`config.mk`:
```
export PLATFORM = sky130hd
export DESIGN_NAME = smpf_framer
export DESIGN_NICKNAME = d
export VERILOG_FILES = /design/src/smpf_pkg.sv /design/src/smpf_framer.sv
export VERILOG_INCLUDE_DIRS = /design/src
export SDC_FILE = /design/constraint.sdc
export NUM_CORES = 1
export LEC_CHECK = 0
export ABC_AREA = 1
export BUFFER_PORTS_ARGS = -buffer_cell sky130_fd_sc_hd__buf_4
export CORE_MARGIN = 2
export CORE_UTILIZATION = 60
export DETAILED_ROUTE_END_ITERATION = 10
export HOLD_SLACK_MARGIN = 0.15
export MAX_ROUTING_LAYER = met4
export PLACE_DENSITY = 0.88
export SYNTH_ARGS = -nofsm -noshare
export SYNTH_HDL_FRONTEND = slang
export SYNTH_SLANG_ARGS = --single-unit
```
`constraint.sdc`:
```
create_clock -name clock -period 9.2 [get_ports clock]
set_clock_uncertainty 0.15 [all_clocks]
set_input_delay 0 -clock clock [delete_from_list [all_inputs] [get_ports clock]]
set_output_delay 0 -clock clock [all_outputs]
set_load 0.02 [all_outputs]
```
`src/smpf_defines.svh`:
```
/*
  Constants of the serial monitor-and-control packet framer: frame layout,
  command and tag codes, error codes and timing counts.
  Assumes a 250 MHz system clock and is included by its bare name.
*/
`ifndef SMPF_DEFINES_SVH
`define SMPF_DEFINES_SVH

// ****************************************
// Frame layout
// ****************************************
`define SMPF_SYNC_HI        8'haa
`define SMPF_SYNC_LO        8'h55
`define SMPF_BCAST_ADDR     8'hff
`define SMPF_DATA_MIN       6
`define SMPF_DATA_MAX       32
`define SMPF_PREAMBLE_LEN   6
`define SMPF_PKT_MAX        64
`define SMPF_HDR_LEN        4

// ****************************************
// Command, tag and error codes
// ****************************************
`define SMPF_CMD_SET_REQ    8'h00
`define SMPF_CMD_GET_REQ    8'h01
`define SMPF_CMD_SET_RSP    8'h02
`define SMPF_CMD_GET_RSP    8'h03
`define SMPF_TAG_SETTINGS   8'h00
`define SMPF_TAG_THRESH     8'h01
`define SMPF_TAG_RESERVED   8'h02
`define SMPF_TAG_COND       8'h03
`define SMPF_TAG_ADC        8'h04
`define SMPF_ERR_NONE       8'h00
`define SMPF_ERR_TOO_BIG    8'h01
`define SMPF_ERR_NO_DATA    8'h02
`define SMPF_ERR_BAD_VALUE  8'h03
`define SMPF_ERR_READ_ONLY  8'h04
`define SMPF_ERR_BAD_CSUM   8'h05
`define SMPF_ERR_UNKNOWN    8'h06

// ****************************************
// Serial character and timing
// ****************************************
`define SMPF_CHAR_DATA_BITS 8
`define SMPF_CHAR_STOP_BITS 1
`define SMPF_CLK_MHZ        250
`define SMPF_GAP_CHARS      5
`define SMPF_LINK_TMO_MS    1000
`define SMPF_LINK_TMO_CYC   (`SMPF_LINK_TMO_MS * `SMPF_CLK_MHZ * 1000)
`define SMPF_SW_TMO_US      100
`define SMPF_SW_TMO_CYC     (`SMPF_SW_TMO_US * `SMPF_CLK_MHZ)

`endif

```
`src/smpf_pkg.sv`:
```
/*
  Types of the packet framer: the receive and send state machines.
  Assumes the constants header is included where numbers are needed.
*/
package smpf_pkg;

  typedef enum logic [3:0] {
    SMPF_RX_SYNC_HI,
    SMPF_RX_SYNC_LO,
    SMPF_RX_DEST,
    SMPF_RX_SRC,
    SMPF_RX_PRE,
    SMPF_RX_DATA,
    SMPF_RX_CSUM,
    SMPF_RX_DISCARD
  } smpf_rx_state_type;

  typedef enum logic [2:0] {
    SMPF_TX_IDLE,
    SMPF_TX_SEND,
    SMPF_TX_WAIT
  } smpf_tx_state_type;

endpackage

```
`src/smpf_framer.sv`:
```
/*
  Packet framer for the binary monitor-and-control serial protocol: receives
  bytes from a UART, validates and decodes request frames, and sends response
  frames byte by byte. Also handles amplifier-link and RF switch faults.
  Assumes a UART outside this block (8N1, baud set by the panel) that hands
  received bytes as one-cycle strobes and accepts bytes on a valid/ready pair.
  The payload store and resource data live outside; this block reads payload
  bytes for responses through a small index/data port.
*/
`timescale 1ns/1ps
`include "smpf_defines.svh"

module smpf_framer #(
  parameter int LINK_TMO_CYC = `SMPF_LINK_TMO_CYC,
  parameter int SW_TMO_CYC   = `SMPF_SW_TMO_CYC,
  parameter int NUM_ALARMS   = 8,
  parameter int NUM_SWITCHES = 2
) (
  // Clock and reset
  input  wire logic                    clock,
  input  wire logic                    nrst,
  // Configuration
  input  wire logic [7:0]              own_addr,
  input  wire logic                    redundant_mode,
  // Received bytes from the UART
  input  wire logic                    rx_valid,
  input  wire logic [7:0]              rx_byte,
  // Bytes to the UART
  output logic                         tx_valid,
  output logic [7:0]                   tx_byte,
  input  wire logic                    tx_ready,
  // Decoded request
  output logic                         req_strobe,
  output logic                         req_is_set,
  output logic [7:0]                   req_tag,
  output logic [7:0]                   req_addr,
  output logic [7:0]                   req_len,
  output logic                         payload_we,
  output logic [4:0]                   payload_idx,
  output logic [7:0]                   payload_byte,
  output logic                         thresh_commit,
  // Response payload source
  output logic [4:0]                   rsp_idx,
  input  wire logic [7:0]              rsp_byte,
  input  wire logic [4:0]              rsp_len,
  // Amplifier link and alarms
  input  wire logic                    amp_reply_ok,
  input  wire logic [NUM_ALARMS-1:0]   alarm_in,
  input  wire logic                    summary_in,
  output logic [NUM_ALARMS-1:0]        alarm_out,
  output logic                         summary_out,
  output logic                         no_connection,
  // RF switches
  input  wire logic [NUM_SWITCHES-1:0] sw_pos_a,
  input  wire logic [NUM_SWITCHES-1:0] sw_pos_b,
  output logic [NUM_SWITCHES-1:0]      sw_position,
  output logic                         sw_fault
);
  import smpf_pkg::*;

  // Counters need at least two states; bytes must match the character width
  if (NUM_ALARMS < 1 || NUM_SWITCHES < 1 || LINK_TMO_CYC < 2 || SW_TMO_CYC < 2 ||
      $bits(rx_byte) != `SMPF_CHAR_DATA_BITS) begin : g_param_check
    $error("smpf_framer: unsupported parameter values");
  end

  // ****************************************
  // Helpers
  // ****************************************
  function automatic logic [7:0] min_len(input logic [7:0] tag);
    case (tag)
      `SMPF_TAG_THRESH, `SMPF_TAG_ADC: min_len = 8'h02;
      default:                         min_len = 8'h01;
    endcase
  endfunction

  function automatic logic tag_known(input logic [7:0] tag);
    tag_known = (tag == `SMPF_TAG_SETTINGS) || (tag == `SMPF_TAG_THRESH) ||
                (tag == `SMPF_TAG_COND) || (tag == `SMPF_TAG_ADC);
  endfunction

  // ****************************************
  // Receive state machine
  // ****************************************
  smpf_rx_state_type rx_state_r;
  logic [7:0]        csum_r;
  logic [5:0]        cnt_r;
  logic [5:0]        data_cnt_r;
  logic [7:0]        pre_r [0:5];
  logic [7:0]        src_r;
  logic              bcast_r;
  logic [6:0]        pkt_len_r;
  logic [7:0]        err_r;
  logic              start_rsp_r;

  wire logic [7:0] r_cmd  = pre_r[2];
  wire logic [7:0] r_tag  = pre_r[3];
  wire logic [7:0] r_dlen = pre_r[5];
  wire logic       too_long = (pkt_len_r >= 7'(`SMPF_PKT_MAX));

  always_ff @(posedge clock or negedge nrst) begin
    if (!nrst) begin
      rx_state_r  <= SMPF_RX_SYNC_HI;
      csum_r      <= 8'h00;
      cnt_r       <= 6'h00;
      data_cnt_r  <= 6'h00;
      src_r       <= 8'h00;
      bcast_r     <= 1'b0;
      pkt_len_r   <= 7'h00;
      err_r       <= 8'h00;
      start_rsp_r <= 1'b0;
      for (int i = 0; i < 6; i++) pre_r[i] <= 8'h00;
    end else begin
      start_rsp_r <= 1'b0;
      if (rx_valid) begin
        pkt_len_r <= pkt_len_r + 7'h01;
        case (rx_state_r)
          SMPF_RX_SYNC_HI: begin
            pkt_len_r <= 7'h01;
            if (rx_byte == `SMPF_SYNC_HI) rx_state_r <= SMPF_RX_SYNC_LO;
          end
          SMPF_RX_SYNC_LO: begin
            if (rx_byte == `SMPF_SYNC_LO) rx_state_r <= SMPF_RX_DEST;
            else if (rx_byte != `SMPF_SYNC_HI) rx_state_r <= SMPF_RX_SYNC_HI;
          end
          SMPF_RX_DEST: begin
            csum_r  <= rx_byte;
            bcast_r <= (rx_byte == `SMPF_BCAST_ADDR);
            if (rx_byte == own_addr || rx_byte == `SMPF_BCAST_ADDR) begin
              rx_state_r <= SMPF_RX_SRC;
            end else begin
              rx_state_r <= SMPF_RX_SYNC_HI;
            end
          end
          SMPF_RX_SRC: begin
            csum_r     <= csum_r + rx_byte;
            src_r      <= rx_byte;
            cnt_r      <= 6'h00;
            // A broadcast source address is not a valid node
            rx_state_r <= (rx_byte == `SMPF_BCAST_ADDR) ? SMPF_RX_SYNC_HI : SMPF_RX_PRE;
          end
          SMPF_RX_PRE: begin
            csum_r           <= csum_r + rx_byte;
            pre_r[cnt_r[2:0]] <= rx_byte;
            cnt_r            <= cnt_r + 6'h01;
            data_cnt_r       <= 6'h00;
            if (cnt_r == 6'(`SMPF_PREAMBLE_LEN - 1)) begin
              // Payload length follows the data length byte only on sets
              if (pre_r[2] == `SMPF_CMD_SET_REQ && rx_byte != 8'h00) begin
                rx_state_r <= SMPF_RX_DATA;
              end else begin
                rx_state_r <= SMPF_RX_CSUM;
              end
              if (pre_r[2] > `SMPF_CMD_GET_REQ) rx_state_r <= SMPF_RX_SYNC_HI;
            end
          end
          SMPF_RX_DATA: begin
            csum_r     <= csum_r + rx_byte;
            data_cnt_r <= data_cnt_r + 6'h01;
            if (too_long) begin
              rx_state_r <= SMPF_RX_SYNC_HI;
            end else if (data_cnt_r + 6'h01 == 6'(r_dlen)) begin
              rx_state_r <= SMPF_RX_CSUM;
            end
          end
          SMPF_RX_CSUM: begin
            rx_state_r  <= SMPF_RX_SYNC_HI;
            start_rsp_r <= 1'b1;
            if (rx_byte != csum_r)                          err_r <= `SMPF_ERR_BAD_CSUM;
            else if (r_dlen > 8'(`SMPF_DATA_MAX - `SMPF_PREAMBLE_LEN))
                                                            err_r <= `SMPF_ERR_TOO_BIG;
            else if (!tag_known(r_tag))                     err_r <= `SMPF_ERR_NO_DATA;
            else if (r_cmd == `SMPF_CMD_SET_REQ &&
                     (r_tag == `SMPF_TAG_COND || r_tag == `SMPF_TAG_ADC))
                                                            err_r <= `SMPF_ERR_READ_ONLY;
            else if (r_dlen < min_len(r_tag))               err_r <= `SMPF_ERR_BAD_VALUE;
            else                                            err_r <= `SMPF_ERR_NONE;
          end
          default: rx_state_r <= SMPF_RX_SYNC_HI;
        endcase
      end
    end
  end

  // ****************************************
  // Decoded request outputs
  // ****************************************
  always_ff @(posedge clock or negedge nrst) begin
    if (!nrst) begin
      payload_we   <= 1'b0;
      payload_idx  <= 5'h00;
      payload_byte <= 8'h00;
    end else begin
      payload_we <= rx_valid && rx_state_r == SMPF_RX_DATA && !too_long;
      if (rx_valid) begin
        payload_idx  <= data_cnt_r[4:0];
        payload_byte <= rx_byte;
      end
    end
  end

  // Request only acted on once the checksum and checks passed
  wire logic rx_good = start_rsp_r && err_r == `SMPF_ERR_NONE;

  always_ff @(posedge clock or negedge nrst) begin
    if (!nrst) begin
      req_strobe    <= 1'b0;
      req_is_set    <= 1'b0;
      req_tag       <= 8'h00;
      req_addr      <= 8'h00;
      req_len       <= 8'h00;
      thresh_commit <= 1'b0;
    end else begin
      req_strobe    <= rx_good;
      thresh_commit <= rx_good && r_cmd == `SMPF_CMD_SET_REQ && r_tag == `SMPF_TAG_THRESH;
      if (rx_good) begin
        req_is_set <= (r_cmd == `SMPF_CMD_SET_REQ);
        req_tag    <= r_tag;
        req_addr   <= pre_r[4];
        req_len    <= r_dlen;
      end
    end
  end

  // ****************************************
  // Response sender
  // ****************************************
  smpf_tx_state_type tx_state_r;
  logic [5:0]        tx_pos_r;
  logic [7:0]        tx_csum_r;
  logic [4:0]        tx_plen_r;
  logic [7:0]        tx_byte_nxt;

  wire logic [5:0] tx_last = 6'(`SMPF_HDR_LEN + `SMPF_PREAMBLE_LEN) + 6'(tx_plen_r);

  // Byte at each frame position; errors carry no payload
  always_comb begin
    case (tx_pos_r)
      6'd0:    tx_byte_nxt = `SMPF_SYNC_HI;
      6'd1:    tx_byte_nxt = `SMPF_SYNC_LO;
      6'd2:    tx_byte_nxt = src_r;
      6'd3:    tx_byte_nxt = own_addr;
      6'd4:    tx_byte_nxt = pre_r[0];
      6'd5:    tx_byte_nxt = pre_r[1];
      6'd6:    tx_byte_nxt = r_cmd + 8'h02;
      6'd7:    tx_byte_nxt = r_tag;
      6'd8:    tx_byte_nxt = err_r;
      6'd9:    tx_byte_nxt = 8'(tx_plen_r);
      default: tx_byte_nxt = (tx_pos_r == tx_last) ? tx_csum_r : rsp_byte;
    endcase
  end

  always_ff @(posedge clock or negedge nrst) begin
    if (!nrst) begin
      tx_state_r <= SMPF_TX_IDLE;
      tx_pos_r   <= 6'h00;
      tx_csum_r  <= 8'h00;
      tx_plen_r  <= 5'h00;
      tx_valid   <= 1'b0;
      tx_byte    <= 8'h00;
      rsp_idx    <= 5'h00;
    end else begin
      case (tx_state_r)
        SMPF_TX_IDLE: begin
          tx_pos_r  <= 6'h00;
          tx_csum_r <= 8'h00;
          // Only complete frames reach here, so noise gets no answer
          if (start_rsp_r) begin
            tx_plen_r  <= (err_r == `SMPF_ERR_NONE && r_cmd == `SMPF_CMD_GET_REQ) ?
                          rsp_len : 5'h00;
            tx_state_r <= SMPF_TX_SEND;
          end
        end
        SMPF_TX_SEND: begin
          tx_valid   <= 1'b1;
          tx_byte    <= tx_byte_nxt;
          if (tx_pos_r >= 6'd2 && tx_pos_r != tx_last) tx_csum_r <= tx_csum_r + tx_byte_nxt;
          rsp_idx    <= 5'(tx_pos_r - 6'd9);
          tx_state_r <= SMPF_TX_WAIT;
        end
        SMPF_TX_WAIT: begin
          if (tx_ready) begin
            tx_valid <= 1'b0;
            if (tx_pos_r == tx_last) begin
              tx_state_r <= SMPF_TX_IDLE;
            end else begin
              tx_pos_r   <= tx_pos_r + 6'h01;
              tx_state_r <= SMPF_TX_SEND;
            end
          end
        end
        default: tx_state_r <= SMPF_TX_IDLE;
      endcase
    end
  end

  // ****************************************
  // Amplifier link supervision
  // ****************************************
  // A full silence timeout, not a single missed reply, to avoid chattering
  logic [$clog2(LINK_TMO_CYC+1)-1:0] link_cnt_r;

  always_ff @(posedge clock or negedge nrst) begin
    if (!nrst) begin
      link_cnt_r    <= '0;
      no_connection <= 1'b1;
    end else if (amp_reply_ok) begin
      link_cnt_r    <= '0;
      no_connection <= 1'b0;
    end else if (link_cnt_r == ($bits(link_cnt_r))'(LINK_TMO_CYC - 1)) begin
      no_connection <= 1'b1;
    end else begin
      link_cnt_r <= link_cnt_r + 1'b1;
    end
  end

  // Last amplifier values stay with their owner; only alarms are overridden
  always_ff @(posedge clock or negedge nrst) begin
    if (!nrst) begin
      alarm_out   <= '1;
      summary_out <= 1'b1;
    end else begin
      alarm_out   <= no_connection ? '1 : alarm_in;
      summary_out <= no_connection | summary_in;
    end
  end

  // ****************************************
  // RF switch tracking
  // ****************************************
  // A switch showing both or neither contact for too long is undetermined
  logic [$clog2(SW_TMO_CYC+1)-1:0] sw_cnt_r [NUM_SWITCHES];
  logic [NUM_SWITCHES-1:0]         sw_bad_r;

  always_ff @(posedge clock or negedge nrst) begin
    if (!nrst) begin
      sw_position <= '0;
      sw_bad_r    <= '0;
      for (int i = 0; i < NUM_SWITCHES; i++) sw_cnt_r[i] <= '0;
    end else begin
      for (int i = 0; i < NUM_SWITCHES; i++) begin
        if (sw_pos_a[i] ^ sw_pos_b[i]) begin
          sw_position[i] <= sw_pos_b[i];
          sw_cnt_r[i]    <= '0;
          sw_bad_r[i]    <= 1'b0;
        end else if (sw_cnt_r[i] == ($bits(sw_cnt_r[i]))'(SW_TMO_CYC - 1)) begin
          sw_bad_r[i] <= 1'b1;
        end else begin
          sw_cnt_r[i] <= sw_cnt_r[i] + 1'b1;
        end
      end
    end
  end

  always_ff @(posedge clock or negedge nrst) begin
    if (!nrst) sw_fault <= 1'b0;
    else       sw_fault <= redundant_mode && |sw_bad_r;
  end

endmodule

```
==> results of run 1 <==
[stage by stage]
| stage | hold slack, ns | setup WS (ns) | total power (µW) | utilization (%) | area, µm² |
|---|---|---|---|---|---|
| finish | 0.176 | 4.66 | 2900 | 74.8 | 15000 |
| global route | 0.215 | 4.59 | 3040 | 74.8 | 15000 |
| CTS | 0.169 | 4.77 | 2890 | 74.8 | 15000 |
| detailed placement | -0.0539 | 5.64 | 1730 | 66.0 | 13300 |
| global placement | -0.0575 | 5.74 | 1710 | 66.0 | 13300 |
| floorplan | -0.446 | 6.06 | 1560 | - | 12200 |
[final cells by class]
class                      count  area, µm²
clock buffer                  37        782
clock inverter                11        149
fill                        1391       5070
inverter                     176        661
multi-input combinational   1039       5380
sequential                   239       5990
tap                          270        338
timing repair buffer         200       1730
[tightest hold or removal path, delay by kind of cell]
kind | cells | cell delay, ns
simple gates | 1 | 0.06
compound gates | 1 | 0.09
buf+inv | 2 | 0.67
[layer usage]
metal | up-vias | global-route usage, % | share of wire [%]
li1 | 5332 | - | -
met1 | 5318 | 40.9 | 40
met2 | 443 | 52.9 | 50
met3 | 98 | 4.13 | 6.6
met4 | 0 | 10.6 | 3.2
met5 | - | - | 0
[where the power goes]
part	total (µW)	internal [µW]	switching (µW)
Combinational	542	223	319
Sequential	1240	1150	89.2
Clock	1120	677	445
[repair_timing]
item	4_1_cts	5_1_grt
buffers inserted	0	0
hold endpoints to repair	301	0
hold buffers	82	0
[worst paths after layout]
check	from	to	slack (ns)	cells past startpoint
worst max-delay path	rx_byte[2]	rx_state_r[1]	4.66	17
worst min-delay path	rsp_len[2]	tx_plen_r[2]	0.18	4
worst max register to register	tx_pos_r[0]	tx_csum_r[6]	4.95	19
worst min register to register	pkt_len_r[6]	payload_we	0.31	1
max in group asynchronous	nrst	link_cnt_r[17]	6.83	5
min in group asynchronous	nrst	req_strobe	0.49	4
[layout by cell type (no fill, tap or decap), types with 3 or more instances in the layout]
master         netlist  layout
o21ai_2              3       3
o211ai_1             4       4
nor3b_1              8       8
o21ai_0            153     153
clkinv_2             0       5
nand2_1            362     362
o21a_1               5       5
nor2_1             115     115
a221oi_1             9       9
inv_1              168     168
nor2_4               7       7
buf_4                1     117
nor4_1              16      16
dlygate4sd3_1        0      81
bufinv_16            0       3
nand4_1             32      32
nand3b_1             3       3
inv_2                8       8
ha_1                30      30
a21oi_1             76      76
or2_2               13      13
a31oi_1              7       7
o31ai_1              4       4
a211oi_1             6       6
o21ai_1              6       6
nand3_1             71      71
dfrtp_1            229     229
clkbuf_8             0       9
nand2_2              3       3
dfstp_2             10      10
xnor2_1             12      12
nor3_1              30      30
clkbuf_16            0      26
nor2_2               7       7
nand3_2              5       5
xor2_1              13      13
o22ai_1             18      18
[logic make-up after synthesis]
logic type,Yosys count
simple gates,684
buf+inv,209
flops,239
xor+xnor,25
compound gates,298
fa+ha+maj,32
==> results.ini, run 1 <==
[synth]
synth_warnings = 0
synthAdderAreaFrac_pct = 3.41
synthMostInstantiatedCell = nand2_1
avgSynthCellArea_um2 = 8.19
syn_inst = 1487
synth.top_cells.by_count = nand2_1, dfrtp_1, inv_1
synth_area_leaders = dfrtp_1, nand2_1, o21ai_0, inv_1, nor2_1
yosysSeqAreaShare_pct = 49.2
yosys.area_share.simple_pct = 25.5
postSynth.asyncResetShare_pct = 100
synth_edf_count = 0
synth_compound_area_share_pct = 13.5
synthXorXnorAreaFrac_pct = 1.80
yosys.area.top_type = dfrtp_1
synthMuxAreaShare_pct = 0
synth_top_family_by_area = simple AND/OR/NAND/NOR gates
synth_flop_cell = dfrtp_1
ys_ff_latch = 239
syn_area_um2 = 12200
syn_nets = 1567
synth.distinct_cells = 50
synth.top_cell.area_share_pct = 47.1

[hold_path]
hp-class = primary input to register

[finish]
top_register = sw_cnt_r
fin_cells = 1972
n_antenna_cell = 0
area_delta_synth_final_pct = 23.4
largest_registers = sw_cnt_r: 30 flops, link_cnt_r: 28 flops, pre_r: 24 flops
drive_above_1_share_pct = 13.7
layout.nets = 1762
largest_register_ff_count = 30

[global_route]
grt_max_degree = 106
grt_pass1_vias = 11100
grt_pass1_wl_um = 54400
grtUsageTotal_pct = 31.8
antenna_found_initial = 0
overflow = 0

[critical_path]
critical_path_class = primary input to register
crit_chain = dlygate4sd3_1 -> buf_4 -> inv_1 -> or2_2 -> o211ai_1 -> nor2_1 -> dlygate4sd3_1 -> nand2_1 -> dlygate4sd3_1 -> nand2_1 -> nand4_1 -> nand3_1 -> dlygate4sd3_1 -> nand3_1 -> dlygate4sd3_1 -> nand2_1 -> dlygate4sd3_1
path_delay_family = buffers and inverters
path_buf_inv = 8
cp_common_cell = dlygate4sd3_1
crit_path_end_kind = register
cp_max_fo = 12
cp-start-kind = primary input
crit_arrival_ns = 4.87
slowest_delay_ns = 0.58
slowest_stage = dlygate4sd3_1
crit_required_ns = 9.53

[sta]
finalSetupViolCount = 0
fin_setup_tns_ns = 0
tightest_slew_ns = 0.978
fmax_ghz = 0.220
slew_violations = 0
slew_headroom_pct = 34.2
period_minus_slack_ns = 4.54
period_share_pct = 49.4
hold_viol = 0
rsz0062_at_grt = false

[drt]
drtIter0Drc = 1144
wl_per_cell_um = 16.5
drt.antenna.violating_nets = 0
drc_errors = 0
dr.pass1.iters = 5
finalWirelength_um = 32600
vias = 11200
via_per_inst = 5.67

[placed_design]
gp_congestion = 0.890
dp_hpwl_um = 20900
dp.cells = 1842
portBuffers = 115

[power_and_ir_drop]
leakagePower_uw = 0.00716
p_per_area_nw_per_um2 = 193
irDropWorstVdd_mv = 0.178

[clocking]
cts_buffers = 26
clock-sinks = 239
cts.root.buffer_cell = clkbuf_16
cts_tree = built
clk_pin_slew_worst_paths_ns = 0.06
cts_resized = 0
clkLatencyLatePin_ns = 0.54
htreeDepth = 1
cts_buffer_depth = 3

[floorplan]
die_h_um = 146
fp.dieArea_um2 = 21500
rows = 52
ios = 116
start_util_pct = 60.6
core_area_um2 = 20100
die_w_um = 146

[job]
drv_cap = 0

[outcome]
status = finished clean

No activity file was read; power rests on OpenSTA's default activity.
==> run 2, diff against run 1 <==
- ABC_AREA: 1 -> 0
- CORE_UTILIZATION: 60 -> 54
- PLACE_DENSITY: 0.88 -> 0.84
- clock period: 9.2 -> 3.9 ns (I/O delays scaled with it)
==> run 2 against run 1 <==
Effect of this change: clock power up 140%; routed wire length down 9.3%; register-to-register slack worse by 4.8 ns; setup slack worse by 4.5 ns; sequential power rose to 2.7 times the previous value; cell count down 18%; sequential share of layout area about the same; core utilization down 7.7 points; critical path depth down 4; via count down 16%; largest cell class unchanged; highest routed layer unchanged.
==> results.ini, run 2 <==
[finish]
layout.nets = 1398  ; -21%
drive_above_1_share_pct = 24.9  ; +11 points
largest_registers = sw_cnt_r: 30 flops, link_cnt_r: 28 flops, pre_r: 24 flops
n_fill_cell = 1649  ; +19%
multiInputGateArea_um2 = 5900  ; +9.8%
largest_register_ff_count = 30  ; unchanged
top_register = sw_cnt_r
area_delta_synth_final_pct = 23.0
final_common_cell = dfrtp_1
final_cell_mix = dfrtp_1, buf_4, mux2_2, nor2_1, nand2_1
n_antenna_cell = 0  ; unchanged
regArea_um2 = 5990  ; unchanged
final_area_um2 = 15000  ; +0.11%

[hold_path]
hp-class = primary input to register
hold_depth = 7  ; +3
hold_start = own_addr[5]
worst_hold_path.endpoint = tx_csum_r[5]

[synth]
synth.top_cell.area_share_pct = 46.9  ; -0.20 points
syn_inst = 1138  ; -23%
yosys.area.top_type = dfrtp_1
synth.distinct_cells = 85  ; +70%
ys_ff_latch = 239  ; unchanged
syn_area_um2 = 12200  ; +0.43%
synthMostInstantiatedCell = dfrtp_1
synth_flop_cell = dfrtp_1
postSynth.asyncResetShare_pct = 100  ; unchanged
syn_nets = 1218  ; -22%
yosysSeqAreaShare_pct = 49.0  ; -0.21 points
synth_warnings = 0  ; unchanged
synth.top_cells.by_count = dfrtp_1, mux2_2, nor2_1
synth_area_leaders = dfrtp_1, mux2_2, xor2_1, xnor2_1, ha_1
avgSynthCellArea_um2 = 10.7  ; +31%
synth_edf_count = 0  ; unchanged

[critical_path]
cp_max_fo = 6  ; -6
reg2regPathDepth = 13  ; -6
cp-start-kind = register
critical_path_class = register to register
r2r_slack_ns = 0.18  ; -4.77 ns
crit_path_end_kind = register
crit_arrival_ns = 3.99  ; -0.88 ns
crit_required_ns = 4.17  ; -5.36 ns
r2r-start = tx_pos_r[4]
rr_endpoint = tx_csum_r[7]

[global_route]
grtUsageTotal_pct = 25.6  ; -6.2 points
grt_pass1_wl_um = 48000  ; -12%
grt_max_degree = 120  ; +13%
grt_pass1_vias = 9448  ; -15%
overflow = 0  ; unchanged
antenna_found_initial = 0  ; unchanged

[floorplan]
ios = 116  ; unchanged
die_w_um = 154  ; +5.5%
fp.dieArea_um2 = 23900  ; +11%
die_h_um = 154  ; +5.5%
core_area_um2 = 22400  ; +12%
start_util_pct = 54.5  ; -6.1 points
rows = 55  ; +5.8%

[clocking]
clock-sinks = 239  ; unchanged
htreeDepth = 1  ; unchanged
clkLatencyLatePin_ns = 0.55  ; about the same
cts_buffers = 26  ; unchanged
clk_pin_slew_worst_paths_ns = 0.06  ; about the same
cts_tree = built
cts_buffer_depth = 3  ; unchanged
cts.root.buffer_cell = clkbuf_16

[drt]
dr.pass1.iters = 7  ; +2
finalWirelength_um = 29500  ; -9.3%
wl_per_cell_um = 18.2  ; +10%
via_per_inst = 5.82  ; +2.6%
drc_errors = 0  ; unchanged
vias = 9436  ; -16%
drtIter0Drc = 727  ; -36%
drt.antenna.violating_nets = 0  ; unchanged

[sta]
period_share_pct = 95.4
slew_violations = 0  ; unchanged
tightest_slew_ns = 1.23  ; +0.248 ns
slew_headroom_pct = 18.2  ; -16 points
finalSetupViolCount = 0  ; unchanged
period_minus_slack_ns = 3.72
hold_ws_ns = 0.182  ; +0.00612 ns
fmax_ghz = 0.269
hold_viol = 0  ; unchanged

[placed_design]
portBuffers = 115  ; unchanged
dp_hpwl_um = 20000  ; -3.9%
gp_congestion = 0.950  ; +6.8%
place_area_um2 = 13400  ; +0.82%

[power_and_ir_drop]
p_per_area_nw_per_um2 = 518  ; +170%
leakagePower_uw = 0.00690  ; -3.6%
irDropWorstVdd_mv = 0.445  ; +150%

[job]
drv_cap = 0  ; unchanged

[outcome]
status = finished clean

run 2: changes by cell type after synthesis, moves of 18 or more:
cell,previous run,this run
xor2_1,13,48
o21ai_0,153,62
inv_1,168,31
xnor2_1,12,43
mux2_2,0,102
nand2_1,362,88
nand3_1,71,38
a21oi_1,76,33
nor2_1,115,97
run 2: power breakdown:
group / switching [µW] / total (µW) / internal, µW
clock: 1020 / 2660 / 1650
sequential: 430 / 3300 / 2870
combinational: 956 / 1840 / 881
total: 2400 / 7800 / 5390
run 2: stage by stage:
step / cells / power, µW / TNS, ns / util (%) / worst slack, ns
floorplan: 1138 / 4440 / 0 / - / 0.0880
global placement: 1504 / 4980 / 0 / 59.6 / 0.0928
detailed placement: 1504 / 5060 / 0 / 59.6 / 0.0309
CTS: 1620 / 7830 / 0 / 66.9 / 0.0210
global route: 1621 / 8200 / -0.0290 / 67.1 / -0.0189
finish: 1621 / 7800 / 0 / 67.1 / 0.179
run 2: cell type report:
class / instances / share of cell area [%]
tap: 285 / 2.37
multi-input combinational: 815 / 39.2
clock inverter: 9 / 1.16
sequential: 239 / 39.8
timing repair buffer: 205 / 11.5
clock buffer: 37 / 5.13
inverter: 31 / 0.773
run 2: cell families after synthesis:
logic type                 Yosys count  share of synthesized area (%)
and+or+nand+nor                    386                           16.7
xor gates and xnor gates            92                           6.65
buffers and inverters               84                           2.95
AOI/OAI and AO/OA                  185                           10.4
DFF                                239                           49.0
adders and majority gates           34                           3.56
muxes                              118                           10.7
run 2: routing by layer:
| metal | global-route usage (%) | up-vias | share of wire [%] |
|---|---|---|---|
| met5 | - | - | 0 |
| met4 | 8.73 | 0 | 3.4 |
| met3 | 5.58 | 78 | 6.6 |
| met2 | 41.2 | 289 | 48 |
| met1 | 32.5 | 4665 | 42 |
| li1 | - | 4404 | - |
run 2: worst max-delay path, stage by stage, from the launching register on:
cell      delay (ns)
dfrtp_1         0.48
xor2_2          0.23
xnor2_1         0.17
o31a_4          0.34
nor2_8          0.10
buf_4           0.17
mux2_1          0.32
o22a_1          0.21
ha_1            0.32
or3_1           0.38
o211ai_1        0.15
a21boi_1        0.20
nor4bb_1        0.07
a311o_1         0.31
run 2: what timing repair did:
item                                    CTS  global route
setup buffers                             0             1
endpoints found under the hold margin   432             0
hold buffers                             70             0
gates resized for setup                   0             8
endpoints found under the setup margin    0             2
run 2: how the worst max path moves through the flow:
stage	to	slack [ns]	start
6_report	tx_csum_r[7]	0.18	tx_pos_r[4]
5_1_grt	tx_csum_r[6]	-0.02	tx_pos_r[1]
4_1_cts	tx_csum_r[7]	0.02	tx_plen_r[1]
3_5_place_dp	tx_csum_r[7]	0.03	tx_plen_r[1]
3_3_place_gp	tx_csum_r[7]	0.09	tx_pos_r[0]
2_1_floorplan	tx_csum_r[7]	0.09	tx_pos_r[1]
